`src/rtl/sar_seq_pkg.sv`:
```
// Constants shared by the converter trigger sequencer, its trigger selector and its channel picker.
// Assumes a single 200 MHz clock domain and a plain address/strobe register port.
// Function
// - Normal mode: a scan starts only when software writes 1 to the run bit.
// - Trigger mode: the selected trigger event sets the run bit and starts a scan.
// - Triggers during a running scan are ignored; that scan continues unaffected.
// - Trigger mode: software run writes and repeat scanning never drive the run bit.
// - Source field bits 12:8; codes 0-7 timer requests, 16-19 multifunction timer triggers.
// - Any other source code means no trigger event ever starts a conversion.
// - Timer requests are taken raw, regardless of interrupt enable settings.
// - Channel converts non-touch if enabled and untouched, touch if all three set; the core converts untouched channels only with touch mode off.
// - Starting with no channel enabled gives no done interrupt; run stays 1.
// - Enabled channels convert one after another in ascending channel order.
// - Each result goes to its channel register; done interrupt follows highest channel.
// - Channel selection is captured at scan start and held until the done interrupt.
// - Without repeat, or in trigger mode, run clears when the scan finishes.
// - With repeat in normal mode, scanning continues until software clears run.
`default_nettype none
package sar_seq_pkg;
  localparam int ADDR_W = 16;
  localparam int DATA_W = 16;
  localparam int NUM_CH = 12;
  localparam int CH_W = 4;
  localparam int NUM_TIMER = 8;
  localparam int NUM_MFT = 4;
  localparam int NUM_SRC = NUM_TIMER + NUM_MFT;
  localparam int SRC_W = 5;
  localparam int DIV_W = 2;

  localparam logic [ADDR_W-1:0] OFS_CTRL0 = 16'hF840;
  localparam logic [ADDR_W-1:0] OFS_CTRL1 = 16'hF841;
  localparam logic [ADDR_W-1:0] OFS_ENABLE = 16'hF842;
  localparam logic [ADDR_W-1:0] OFS_TOUCH = 16'hF844;
  localparam logic [ADDR_W-1:0] OFS_TRIG = 16'hF846;
  localparam logic [ADDR_W-1:0] OFS_TIMING = 16'hF848;
  localparam logic [ADDR_W-1:0] OFS_RESULT0 = 16'hF850;
  localparam logic [ADDR_W-1:0] OFS_RESULT_STEP = 16'h0002;

  localparam int CTRL0_REPEAT_BIT = 0;
  localparam int CTRL0_CLKSEL_BIT = 1;
  localparam int CTRL0_TOUCH_BIT = 2;
  localparam int CTRL0_DIV_LSB = 4;
  localparam int CTRL1_RUN_BIT = 0;
  localparam int TRIG_MODE_BIT = 0;
  localparam int TRIG_SRC_LSB = 8;

  localparam logic [7:0] CTRL0_RESET = 8'h22;
  localparam logic [DATA_W-1:0] TRIG_RESET = 16'h0000;
  localparam logic [DATA_W-1:0] TIMING_RESET = 16'hFFFF;
  localparam logic [NUM_CH-1:0] CH_RESET = 12'h000;

  localparam logic [SRC_W-1:0] SRC_TIMER_LAST = 5'h07;
  localparam logic [SRC_W-1:0] SRC_MFT_FIRST = 5'h10;
  localparam logic [SRC_W-1:0] SRC_MFT_LAST = 5'h13;

  typedef enum logic [2:0] {
    ST_IDLE = 3'b000,
    ST_ISSUE = 3'b001,
    ST_WAIT = 3'b010,
    ST_RESCAN = 3'b011,
    ST_HUNG = 3'b100
  } scan_state_e;
endpackage
`default_nettype wire

```
`src/rtl/seq_link_if.sv`:
```
// Links the sequencer core with its trigger selector and its channel picker.
// Assumes all three parties sit on the same clock.
`default_nettype none
interface seq_link_if;
  import sar_seq_pkg::*;
  logic trig_pulse;
  logic [SRC_W-1:0] trig_code;
  logic [NUM_CH-1:0] pick_mask;
  logic [CH_W-1:0] pick_from;
  logic [CH_W-1:0] pick_chan;
  logic pick_found;
  modport trig_end (input trig_code, output trig_pulse);
  modport pick_end (input pick_mask, input pick_from, output pick_chan, output pick_found);
  modport core_end (output trig_code, output pick_mask, output pick_from,
                    input trig_pulse, input pick_chan, input pick_found);
endinterface
`default_nettype wire

```
`src/rtl/channel_picker.sv`:
```
// Finds the lowest set channel at or above a starting index.
// Purely combinational; the core chooses mask and start index.
`default_nettype none
module channel_picker (
  seq_link_if.pick_end link
);
  import sar_seq_pkg::*;

  always_comb
  begin
    link.pick_found = 1'b0;
    link.pick_chan = '0;
    for (int i = NUM_CH - 1; i >= 0; i--)
    begin
      if (link.pick_mask[i] && (CH_W'(i) >= link.pick_from))
      begin
        link.pick_found = 1'b1;
        link.pick_chan = CH_W'(i);
      end
    end
  end
endmodule
`default_nettype wire

```
`src/rtl/sar_adc_trigger_sequencer.sv`:
```
// Control core of the successive-approximation converter: registers, start logic and channel scan.
// Assumes the analog converter answers each start with a one-cycle done and its result on this clock.
`default_nettype none
module sar_adc_trigger_sequencer #(
  parameter int RES_W = 10
) (
  // Clock and reset
  input wire logic clk_in,
  input wire logic rstn_in,
  // Register port
  input wire logic [sar_seq_pkg::ADDR_W-1:0] addr_in,
  input wire logic [sar_seq_pkg::DATA_W-1:0] wdata_in,
  input wire logic wr_in,
  input wire logic rd_in,
  output logic [sar_seq_pkg::DATA_W-1:0] rdata_out,
  // Trigger sources
  input wire logic [sar_seq_pkg::NUM_TIMER-1:0] timer_irq_request_in,
  input wire logic [sar_seq_pkg::NUM_MFT-1:0] multifunction_timer_trigger_in,
  // Analog converter
  output logic conv_start_out,
  output logic [sar_seq_pkg::CH_W-1:0] conv_channel_out,
  output logic conv_touch_out,
  output logic [sar_seq_pkg::DATA_W-1:0] conv_timing_out,
  output logic conv_clock_select_out,
  output logic [sar_seq_pkg::DIV_W-1:0] conv_divider_out,
  input wire logic conv_done_in,
  input wire logic [RES_W-1:0] conv_result_in,
  // Status
  output logic scan_done_irq_out,
  output logic conversion_run_out
);
  import sar_seq_pkg::*;

  seq_link_if link ();

  trigger_select u_trig (
    .clk_in(clk_in),
    .rstn_in(rstn_in),
    .timer_irq_request_in(timer_irq_request_in),
    .multifunction_timer_trigger_in(multifunction_timer_trigger_in),
    .link(link.trig_end)
  );

  channel_picker u_pick (
    .link(link.pick_end)
  );

  scan_state_e state_r, state_nxt;
  logic [7:0] ctrl0_r, ctrl0_nxt;
  logic [DATA_W-1:0] trig_r, trig_nxt, timing_r, timing_nxt, rdata_r, rdata_nxt;
  logic [NUM_CH-1:0] enable_r, enable_nxt, touch_r, touch_nxt, mask_r, mask_nxt;
  logic [CH_W-1:0] cur_r, cur_nxt;
  logic run_r, run_nxt, irq_r, irq_nxt, start_r, start_nxt, tcap_r, tcap_nxt;
  logic [RES_W-1:0] res_r [NUM_CH];
  logic [RES_W-1:0] res_nxt [NUM_CH];

  logic start_mode, repeat_on, touch_mode, wr_ctrl1, sw_start, sw_stop, trig_start;
  logic [NUM_CH-1:0] live_mask;

  function automatic logic [DATA_W-1:0] read_word(input logic [ADDR_W-1:0] a,
      input logic [7:0] c0, input logic run, input logic [NUM_CH-1:0] en, input logic [NUM_CH-1:0] tc,
      input logic [DATA_W-1:0] tg, input logic [DATA_W-1:0] tm, input logic [RES_W-1:0] rs [NUM_CH]);
    read_word = '0;
    unique case (a)
      OFS_CTRL0: read_word = DATA_W'(c0);
      OFS_CTRL1: read_word = DATA_W'(run);
      OFS_ENABLE: read_word = DATA_W'(en);
      OFS_TOUCH: read_word = DATA_W'(tc);
      OFS_TRIG: read_word = tg;
      OFS_TIMING: read_word = tm;
      default:
      begin
        for (int i = 0; i < NUM_CH; i++)
        begin
          if (a == OFS_RESULT0 + ADDR_W'(i) * OFS_RESULT_STEP)
            read_word = DATA_W'(rs[i]);
        end
      end
    endcase
  endfunction

  assign start_mode = trig_r[TRIG_MODE_BIT];
  assign repeat_on = ctrl0_r[CTRL0_REPEAT_BIT];
  assign touch_mode = ctrl0_r[CTRL0_TOUCH_BIT];
  assign wr_ctrl1 = wr_in && (addr_in == OFS_CTRL1);
  assign sw_start = !start_mode && wr_ctrl1 && wdata_in[CTRL1_RUN_BIT] && !run_r;
  assign sw_stop = !start_mode && wr_ctrl1 && !wdata_in[CTRL1_RUN_BIT] && run_r;
  // A trigger that meets a set run bit is dropped, never held over for the next idle cycle.
  assign trig_start = start_mode && link.trig_pulse && !run_r;
  // Touch-marked channels convert only in touch mode, unmarked ones only outside it.
  assign live_mask = enable_r & (touch_mode ? touch_r : ~touch_r);

  assign link.trig_code = trig_r[TRIG_SRC_LSB +: SRC_W];
  assign link.pick_mask = ((state_r == ST_IDLE) || (state_r == ST_RESCAN)) ? live_mask : mask_r;
  // While waiting, the search starts one above the channel in flight, so the order can only rise.
  assign link.pick_from = (state_r == ST_WAIT) ? cur_r + 4'h1 : '0;

  always_comb
  begin
    ctrl0_nxt = ctrl0_r;
    enable_nxt = enable_r;
    touch_nxt = touch_r;
    trig_nxt = trig_r;
    timing_nxt = timing_r;
    if (wr_in)
    begin
      unique case (addr_in)
        OFS_CTRL0: ctrl0_nxt = wdata_in[7:0];
        OFS_ENABLE: enable_nxt = wdata_in[NUM_CH-1:0];
        OFS_TOUCH: touch_nxt = wdata_in[NUM_CH-1:0];
        OFS_TRIG: trig_nxt = {3'h0, wdata_in[TRIG_SRC_LSB +: SRC_W], 7'h00, wdata_in[TRIG_MODE_BIT]};
        OFS_TIMING: timing_nxt = wdata_in;
        default: ;
      endcase
    end
    // Read data fall back to zero outside the answer cycle, so a stale word is never taken.
    rdata_nxt = rd_in ? read_word(addr_in, ctrl0_r, run_r, enable_r, touch_r, trig_r, timing_r, res_r) : '0;
  end

  always_comb
  begin
    state_nxt = state_r;
    run_nxt = run_r;
    mask_nxt = mask_r;
    cur_nxt = cur_r;
    tcap_nxt = tcap_r;
    irq_nxt = 1'b0;
    res_nxt = res_r;
    unique case (state_r)
      ST_IDLE, ST_RESCAN:
      begin
        if ((state_r == ST_RESCAN) || sw_start || trig_start)
        begin
          run_nxt = 1'b1;
          mask_nxt = live_mask;
          tcap_nxt = touch_mode;
          cur_nxt = link.pick_chan;
          // An empty selection leaves the scan stuck with run set and no interrupt.
          state_nxt = link.pick_found ? ST_ISSUE : ST_HUNG;
        end
      end
      // The converter is told to start during the single cycle spent here.
      ST_ISSUE: state_nxt = ST_WAIT;
      ST_WAIT:
      begin
        if (conv_done_in)
        begin
          res_nxt[cur_r] = conv_result_in;
          if (link.pick_found)
          begin
            cur_nxt = link.pick_chan;
            state_nxt = ST_ISSUE;
          end
          else
          begin
            irq_nxt = 1'b1;
            if (repeat_on && !start_mode)
              state_nxt = ST_RESCAN;
            else
            begin
              run_nxt = 1'b0;
              state_nxt = ST_IDLE;
            end
          end
        end
      end
      ST_HUNG: state_nxt = ST_HUNG;
      default: state_nxt = ST_IDLE;
    endcase
    // A stop abandons any conversion in flight; its result, if arriving now, is still kept.
    if (sw_stop)
    begin
      run_nxt = 1'b0;
      state_nxt = ST_IDLE;
    end
    // Registered beside the state, so the start pulse stands exactly as long as the issue state.
    start_nxt = (state_nxt == ST_ISSUE);
  end

  always_ff @(posedge clk_in)
  begin
    if (!rstn_in)
    begin
      state_r <= ST_IDLE;
      ctrl0_r <= CTRL0_RESET;
      enable_r <= CH_RESET;
      touch_r <= CH_RESET;
      mask_r <= CH_RESET;
      trig_r <= TRIG_RESET;
      timing_r <= TIMING_RESET;
      rdata_r <= '0;
      cur_r <= '0;
      run_r <= 1'b0;
      irq_r <= 1'b0;
      start_r <= 1'b0;
      tcap_r <= 1'b0;
      for (int i = 0; i < NUM_CH; i++)
        res_r[i] <= '0;
    end
    else
    begin
      state_r <= state_nxt;
      ctrl0_r <= ctrl0_nxt;
      enable_r <= enable_nxt;
      touch_r <= touch_nxt;
      mask_r <= mask_nxt;
      trig_r <= trig_nxt;
      timing_r <= timing_nxt;
      rdata_r <= rdata_nxt;
      cur_r <= cur_nxt;
      run_r <= run_nxt;
      irq_r <= irq_nxt;
      start_r <= start_nxt;
      tcap_r <= tcap_nxt;
      res_r <= res_nxt;
    end
  end

  assign rdata_out = rdata_r;
  assign conv_start_out = start_r;
  assign conv_channel_out = cur_r;
  assign conv_touch_out = tcap_r;
  assign conv_timing_out = timing_r;
  assign conv_clock_select_out = ctrl0_r[CTRL0_CLKSEL_BIT];
  assign conv_divider_out = ctrl0_r[CTRL0_DIV_LSB +: DIV_W];
  assign scan_done_irq_out = irq_r;
  assign conversion_run_out = run_r;
endmodule
`default_nettype wire

```
`src/rtl/trigger_select.sv`:
```
// Synchronises the timer request and multifunction timer trigger lines and picks one by code.
// Assumes the sources may come from another timing domain, so each passes two flip-flops.
`default_nettype none
module trigger_select (
  // Clock and reset
  input wire logic clk_in,
  input wire logic rstn_in,
  // Trigger sources
  input wire logic [sar_seq_pkg::NUM_TIMER-1:0] timer_irq_request_in,
  input wire logic [sar_seq_pkg::NUM_MFT-1:0] multifunction_timer_trigger_in,
  // Core side
  seq_link_if.trig_end link
);
  import sar_seq_pkg::*;

  logic [NUM_SRC-1:0] meta_r, sync_r, prev_r;
  logic [NUM_SRC-1:0] meta_nxt, sync_nxt, prev_nxt;
  logic pulse_r, pulse_nxt;

  function automatic logic code_ok(input logic [SRC_W-1:0] code);
    code_ok = (code <= SRC_TIMER_LAST) || ((code >= SRC_MFT_FIRST) && (code <= SRC_MFT_LAST));
  endfunction

  function automatic logic [CH_W-1:0] code_index(input logic [SRC_W-1:0] code);
    if (code <= SRC_TIMER_LAST)
      code_index = CH_W'(code);
    else
      code_index = CH_W'(code - SRC_MFT_FIRST + SRC_W'(NUM_TIMER));
  endfunction

  // Raw request lines are used, never the masked interrupt flags.
  always_comb
  begin
    meta_nxt = {multifunction_timer_trigger_in, timer_irq_request_in};
    sync_nxt = meta_r;
    prev_nxt = sync_r;
    // Edges are found per source before the mux, so switching the code cannot fake an event.
    pulse_nxt = code_ok(link.trig_code) && sync_r[code_index(link.trig_code)]
                && !prev_r[code_index(link.trig_code)];
  end

  always_ff @(posedge clk_in)
  begin
    if (!rstn_in)
    begin
      meta_r <= '0;
      sync_r <= '0;
      prev_r <= '0;
      pulse_r <= 1'b0;
    end
    else
    begin
      meta_r <= meta_nxt;
      sync_r <= sync_nxt;
      prev_r <= prev_nxt;
      pulse_r <= pulse_nxt;
    end
  end

  assign link.trig_pulse = pulse_r;
endmodule
`default_nettype wire

```
`config.mk`:
```
export PLATFORM = sky130hd
export DESIGN_NAME = sar_adc_trigger_sequencer
export DESIGN_NICKNAME = d
export VERILOG_FILES = /design/src/rtl/sar_seq_pkg.sv /design/src/rtl/seq_link_if.sv /design/src/rtl/channel_picker.sv /design/src/rtl/sar_adc_trigger_sequencer.sv /design/src/rtl/trigger_select.sv
export SDC_FILE = /design/constraint.sdc
export NUM_CORES = 1
export LEC_CHECK = 0
export BUFFER_PORTS_ARGS = -buffer_cell sky130_fd_sc_hd__buf_2
export CAP_MARGIN = 20
export CORE_ASPECT_RATIO = 0.9
export CORE_UTILIZATION = 58
export DETAILED_ROUTE_END_ITERATION = 10
export PLACE_DENSITY = 0.77
export RECOVER_POWER = 100
export SYNTH_ARGS = -nofsm -noshare
export SYNTH_HDL_FRONTEND = slang
export SYNTH_SLANG_ARGS = --single-unit
```
`constraint.sdc`:
```
create_clock -name clk_in -period 3.8 [get_ports clk_in]
set_input_delay 0.38 -clock clk_in [delete_from_list [all_inputs] [get_ports clk_in]]
set_output_delay 0.38 -clock clk_in [all_outputs]
set_load 0.02 [all_outputs]
```
==> results of run 1 <==
==> critical path: stages <==
cell	delay (ns)
buf_2	0.10
nor4b_1	0.77
nand3_1	0.26
or3_1	0.51
nor2b_1	0.16
clkbuf_1	0.69
nand2_1	0.62
nand2_1	0.24
nand3_1	0.11
==> per-layer routing <==
metal | vias up | share of wire [%] | track usage [%]
met5 | - | 0 | 0
met4 | 0 | 3.2 | 11.2
met3 | 88 | 10 | 5.66
met2 | 603 | 44 | 51.7
met1 | 5138 | 42 | 49.1
li1 | 4999 | - | -
==> sequential cells by signal, indices dropped and copies added, names as in the netlist <==
register and flops:
touch_r 12, u_trig.prev_r 12, ctrl0_r 8, trig_r 6
u_trig.prev_nxt 12, mask_r 12, enable_r 12, conv_timing_out 16
conv_channel_out 4, u_trig.meta_r 12, res_r 120, u_trig.link.trig_pulse 1
scan_done_irq_out 1, state_r 3, rdata_out 16, conv_touch_out 1
conversion_run_out 1, conv_start_out 1
==> per-stage QoR <==
stage	power (mW)	hold slack [ns]	utilization, %
3_3_place_gp	2.88	0.414	63.0
5_1_grt	5.53	0.0371	67.2
3_5_place_dp	2.88	0.418	63.0
4_1_cts	5.41	0.0346	67.7
2_1_floorplan	2.79	0.411	-
6_report	5.40	0.0496	67.2
==> report_power, final <==
group	total, mW	internal [mW]	switching (mW)
Sequential	2.64	2.63	0.00436
Combinational	0.184	0.0502	0.134
Clock	2.57	1.50	1.07
Total	5.40	4.18	1.21
==> synth_stat cells (9+ instances only) <==
cell	instances	share of area, %
nand2_1	295	10
a21oi_1	191	8.7
a22oi_1	29	2.0
o21ai_0	23	1.0
inv_1	14	0.48
clkbuf_1	95	3.2
and2_1	44	2.5
a22o_1	10	0.79
a221oi_1	22	1.7
buf_2	9	0.41
nand3_1	166	7.5
xnor2_1	14	1.1
nor3_1	10	0.45
dfxtp_1	250	45
nor2b_1	13	0.74
nor2_1	35	1.2
==> cell type report <==
class,count,area [um2]
Fill cell,1596,6080
Clock buffer,30,684
Sequential cell,250,5000
Inverter,17,63.8
Tap cell,245,307
Multi-Input combinational cell,1005,5520
Clock inverter,16,176
Timing Repair Buffer,135,692
==> worst paths after layout <==
check	from	to	slack (ns)	depth (start not counted)
worst max register to register	conv_channel_out[0]	conv_channel_out[3]	0.46	9
worst max-delay path	addr_in[8]	conv_timing_out[4]	0.34	9
worst min register to register	u_trig.meta_r[2]	u_trig.prev_nxt[2]	0.43	1
worst min-delay path	timer_irq_request_in[3]	u_trig.meta_r[3]	0.05	2
==> logic make-up (layout without fill, tap and decap cells) <==
group / count (synthesis) / after routing / share of synthesized area [%]
compound gates: 359 / 359 / 20.8
xor+xnor: 17 / 17 / 1.48
fa+ha+maj: 4 / 4 / 0.453
buf+inv: 128 / 198 / 4.66
flops: 250 / 250 / 45.3
mux: 12 / 12 / 1.25
simple gates: 613 / 613 / 26.1
==> impl_metrics.json, run 1 <==
{
  "cts_hold_buf": 0,
  "dp.cells": 1652,
  "fin_skew_ns": 0.0216,
  "layoutNonFillerInstCount": 1698,
  "final.setup.tns_ns": 0,
  "maxCapViolCount": 1,
  "start_util_pct": 59.6,
  "setup_violations": 0,
  "drcViolationCount": 0,
  "numCtsBuffers": 25,
  "dp_worst_setup_slack_ns": 0.550,
  "grt_max_degree": 67,
  "slew_headroom_pct": -48.6,
  "finalCritPeriodShare_pct": 91.0,
  "async_flop_share_pct": 0,
  "grt_pass1_vias": 9682,
  "final_nets": 1497,
  "totalWireLength_um": 33900,
  "via_per_inst": 6.38,
  "drv_slew": 67,
  "port_buffers": 101,
  "cts-root-buf": "clkbuf_16",
  "grt_pass1_wl_um": 53000,
  "syn-num-nets": 1446,
  "hold_class": "input port to flop",
  "cts_setup_buffers": 0,
  "antenna_found_initial": 0,
  "setup.worst_path.class": "input port to flop",
  "ant_nets": 0,
  "synthCells": 1383,
  "grt-ovfl-total": 0,
  "drive_above_1_share_pct": 10.8,
  "drt_iter0_drc": 1271,
  "synth_edf_count": 0,
  "dp.final_hpwl_um": 22700,
  "cts_resized": 0,
  "synth_ff_type": "dfxtp_1",
  "rsz0062_at_grt": "false",
  "violations": "capacitance limit, slew limit",
  "cts_sinks": 250,
  "syn-cell-area_um2": 11000,
  "fin_crit_ns": 3.46,
  "antenna_cells": 0,
  "yosysUniqueCellTypes": 81,
  "clk_transition_reported_paths_ns": 0.07,
  "ir_worst_vdd_v": 0.000384,
  "leakagePower_nw": 4.22,
  "grt_use_total_pct": 34.1,
  "wl_per_cell_um": 20.0,
  "required_ns": 4.20,
  "critPathLaunchType": "input port",
  "dieArea_um2": 19600,
  "tightestPinTransition_ns": 2.23,
  "ys_seq_area_share_pct": 45.3,
  "via_count": 10828,
  "firstDrtPassIters": 8,
  "max_freq_mhz": 289,
  "worst_ep_arrival_time_ns": 3.85,
  "num_io_pins": 102,
  "num_rows": 47,
  "coreArea_um2": 18500,
  "setup_ws_ns": 0.344,
  "power.density_nw_per_um2": 433,
  "end_kind": "flop",
  "fp.dieW_um": 147,
  "synth_warnings": 0,
  "die_y_um": 133,
  "area_growth_pct": 12.7,
  "place_area_um2": 11700,
  "clock_latency_ns": 0.53,
  "avgSynthCellArea_um2": 7.99,
  "final_cell_mix": "nand2_1 (295), dfxtp_1 (250), a21oi_1 (191)",
  "postLayoutCellArea_um2": 12400,
  "cts_tree": "built",
  "status": "complete, but fails checks",
  "cts_max_path_buffers": 3,
  "ys_ff_latch": 250,
  "hold_viol_final": 0,
  "final_common_cell": "nand2_1",
  "gp_congestion": 0.923,
  "htreeDepth": 1,
  "crit_fanout": 17
}
Note: power is estimated with default switching activity, not from simulation.
==> inputs of run 2 (changes only) <==
--- a/config.mk
+++ b/config.mk
@@ -10,6 +10,7 @@
 export CORE_ASPECT_RATIO = 0.9
 export CORE_UTILIZATION = 58
 export DETAILED_ROUTE_END_ITERATION = 10
+export MAX_ROUTING_LAYER = met4
 export PLACE_DENSITY = 0.77
 export RECOVER_POWER = 100
 export SYNTH_ARGS = -nofsm -noshare
==> run 2 against run 1 <==
Compared with the run above:
- the run still ends with capacitance limit, slew limit left
- highest routed layer unchanged
- critical path type is now flop to flop
- total power up 0.74%
- worst setup slack better by 0.078 ns
- clock skew down 0.0077 ns
==> impl_metrics.json, run 2 (synthesis gave the netlist of run 1 again) <==
{
  "status": "complete, but fails checks",
  "violations": "capacitance limit, slew limit",
  "fp.dieW_um": 147,
  "dieArea_um2": 19600,
  "leakagePower_nw": 4.19,
  "antenna_found_initial": 1,
  "seq_area_um2": 5000,
  "start_util_pct": 59.6,
  "num_io_pins": 102,
  "rsz0062_at_grt": "false",
  "postLayoutCellArea_um2": 12500,
  "firstDrtPassIters": 6,
  "hold_viol_final": 0,
  "hold_class": "input port to flop",
  "switching_power_mw": 1.20,
  "tightestPinTransition_ns": 1.69,
  "num_rows": 47,
  "grt_max_degree": 81,
  "max_freq_mhz": 296,
  "drv_slew": 81,
  "final_cell_mix": "nand2_1 (295), dfxtp_1 (250), a21oi_1 (191)",
  "gp_congestion": 0.952,
  "p_int_mw": 4.24,
  "drt_iter0_drc": 1202,
  "place_area_um2": 11700,
  "cts_resized": 0,
  "htreeDepth": 1,
  "dp.final_hpwl_um": 22900,
  "clock_latency_ns": 0.53,
  "grt-ovfl-total": 0,
  "fin_total_pwr_mw": 5.44,
  "cts_setup_buffers": 0,
  "regMostFlops": "res_r",
  "clk_transition_reported_paths_ns": 0.06,
  "cts-root-buf": "clkbuf_16",
  "coreArea_um2": 18500,
  "port_buffers": 101,
  "hold_ws_ns": 0.0509,
  "via_per_inst": 6.27,
  "via_count": 10642,
  "wl_per_cell_um": 19.8,
  "final_nets": 1496,
  "cts_tree": "built",
  "fillers": 1583,
  "utilization_pct": 67.2,
  "multi_input_area_um2": 5530,
  "grt_pass1_vias": 9769,
  "cts_sinks": 250,
  "dp.cells": 1651,
  "grt_pass1_wl_um": 52800,
  "required_ns": 4.23,
  "p_clk_share_pct": 48.0,
  "ir_worst_vdd_v": 0.000346,
  "reg2reg_slack_ns": 0.42,
  "numCtsBuffers": 25,
  "drive_above_1_share_pct": 10.6,
  "layoutNonFillerInstCount": 1698,
  "maxCapViolCount": 1,
  "crit_fanout": 35,
  "final_common_cell": "nand2_1",
  "finalCritPeriodShare_pct": 88.9,
  "cts_max_path_buffers": 3,
  "fin_crit_ns": 3.38,
  "drcViolationCount": 0,
  "seqPwrFrac_pct": 48.6,
  "totalWireLength_um": 33700,
  "worst_ep_arrival_time_ns": 3.81,
  "critPathLaunchType": "flop",
  "slew_headroom_pct": -12.8,
  "largest_reg_flops": 120,
  "ant_nets": 0,
  "combPwrFrac_pct": 3.4,
  "final.setup.tns_ns": 0,
  "area_growth_pct": 12.8,
  "end_kind": "flop",
  "setup_ws_ns": 0.421,
  "setup.worst_path.class": "flop to flop",
  "power.density_nw_per_um2": 436,
  "cts_hold_buf": 0,
  "grt_use_total_pct": 34.9,
  "dp_worst_setup_slack_ns": 0.573,
  "die_y_um": 133,
  "switching_share_pct": 22.1,
  "setup_violations": 0,
  "fin_skew_ns": 0.0139
}
## run 2: final cells by class
| cell class | instances | share of cell area (%) |
|---|---|---|
| Antenna cell | 1 | 0.0201 |
| Clock buffer | 34 | 5.86 |
| Clock inverter | 12 | 1.20 |
| Inverter | 17 | 0.532 |
| Multi-Input combinational cell | 1005 | 44.4 |
| Sequential cell | 250 | 40.2 |
| Tap cell | 245 | 2.46 |
| Timing Repair Buffer | 134 | 5.39 |
## run 2: critical path: stages, from the launching register on
cell and delay, ns:
dfxtp_1 0.54, nor3b_1 0.72, nand2_1 0.31, nor3_2 0.59, clkbuf_2 0.73, nand3_1 0.19, a21oi_1 0.18
## run 2: path summary, 6_finish.rpt
check | to | cells after the start | startpoint
setup reg to reg | res_r[109] | 6 | state_r[1]
hold / removal | u_trig.meta_r[5] | 2 | timer_irq_request_in[5]
hold reg to reg | u_trig.prev_nxt[7] | 1 | u_trig.meta_r[7]
setup / recovery | res_r[109] | 6 | state_r[1]
## run 2: per-layer routing
metal / share of wire [%] / track usage (%)
met5: 0 / -
met4: 3.5 / 13.1
met3: 10 / 7.24
met2: 44 / 50.8
met1: 42 / 47.4
## run 2: power groups by stage
stage | combinational (mW) | sequential [mW] | clock [mW]
2_1_floorplan | 0.0926 | 2.70 | 0
6_report | 0.185 | 2.64 | 2.61
3_5_place_dp | 0.180 | 2.70 | 0
5_1_grt | 0.193 | 2.64 | 2.71
3_3_place_gp | 0.179 | 2.70 | 0
4_1_cts | 0.181 | 2.64 | 2.61
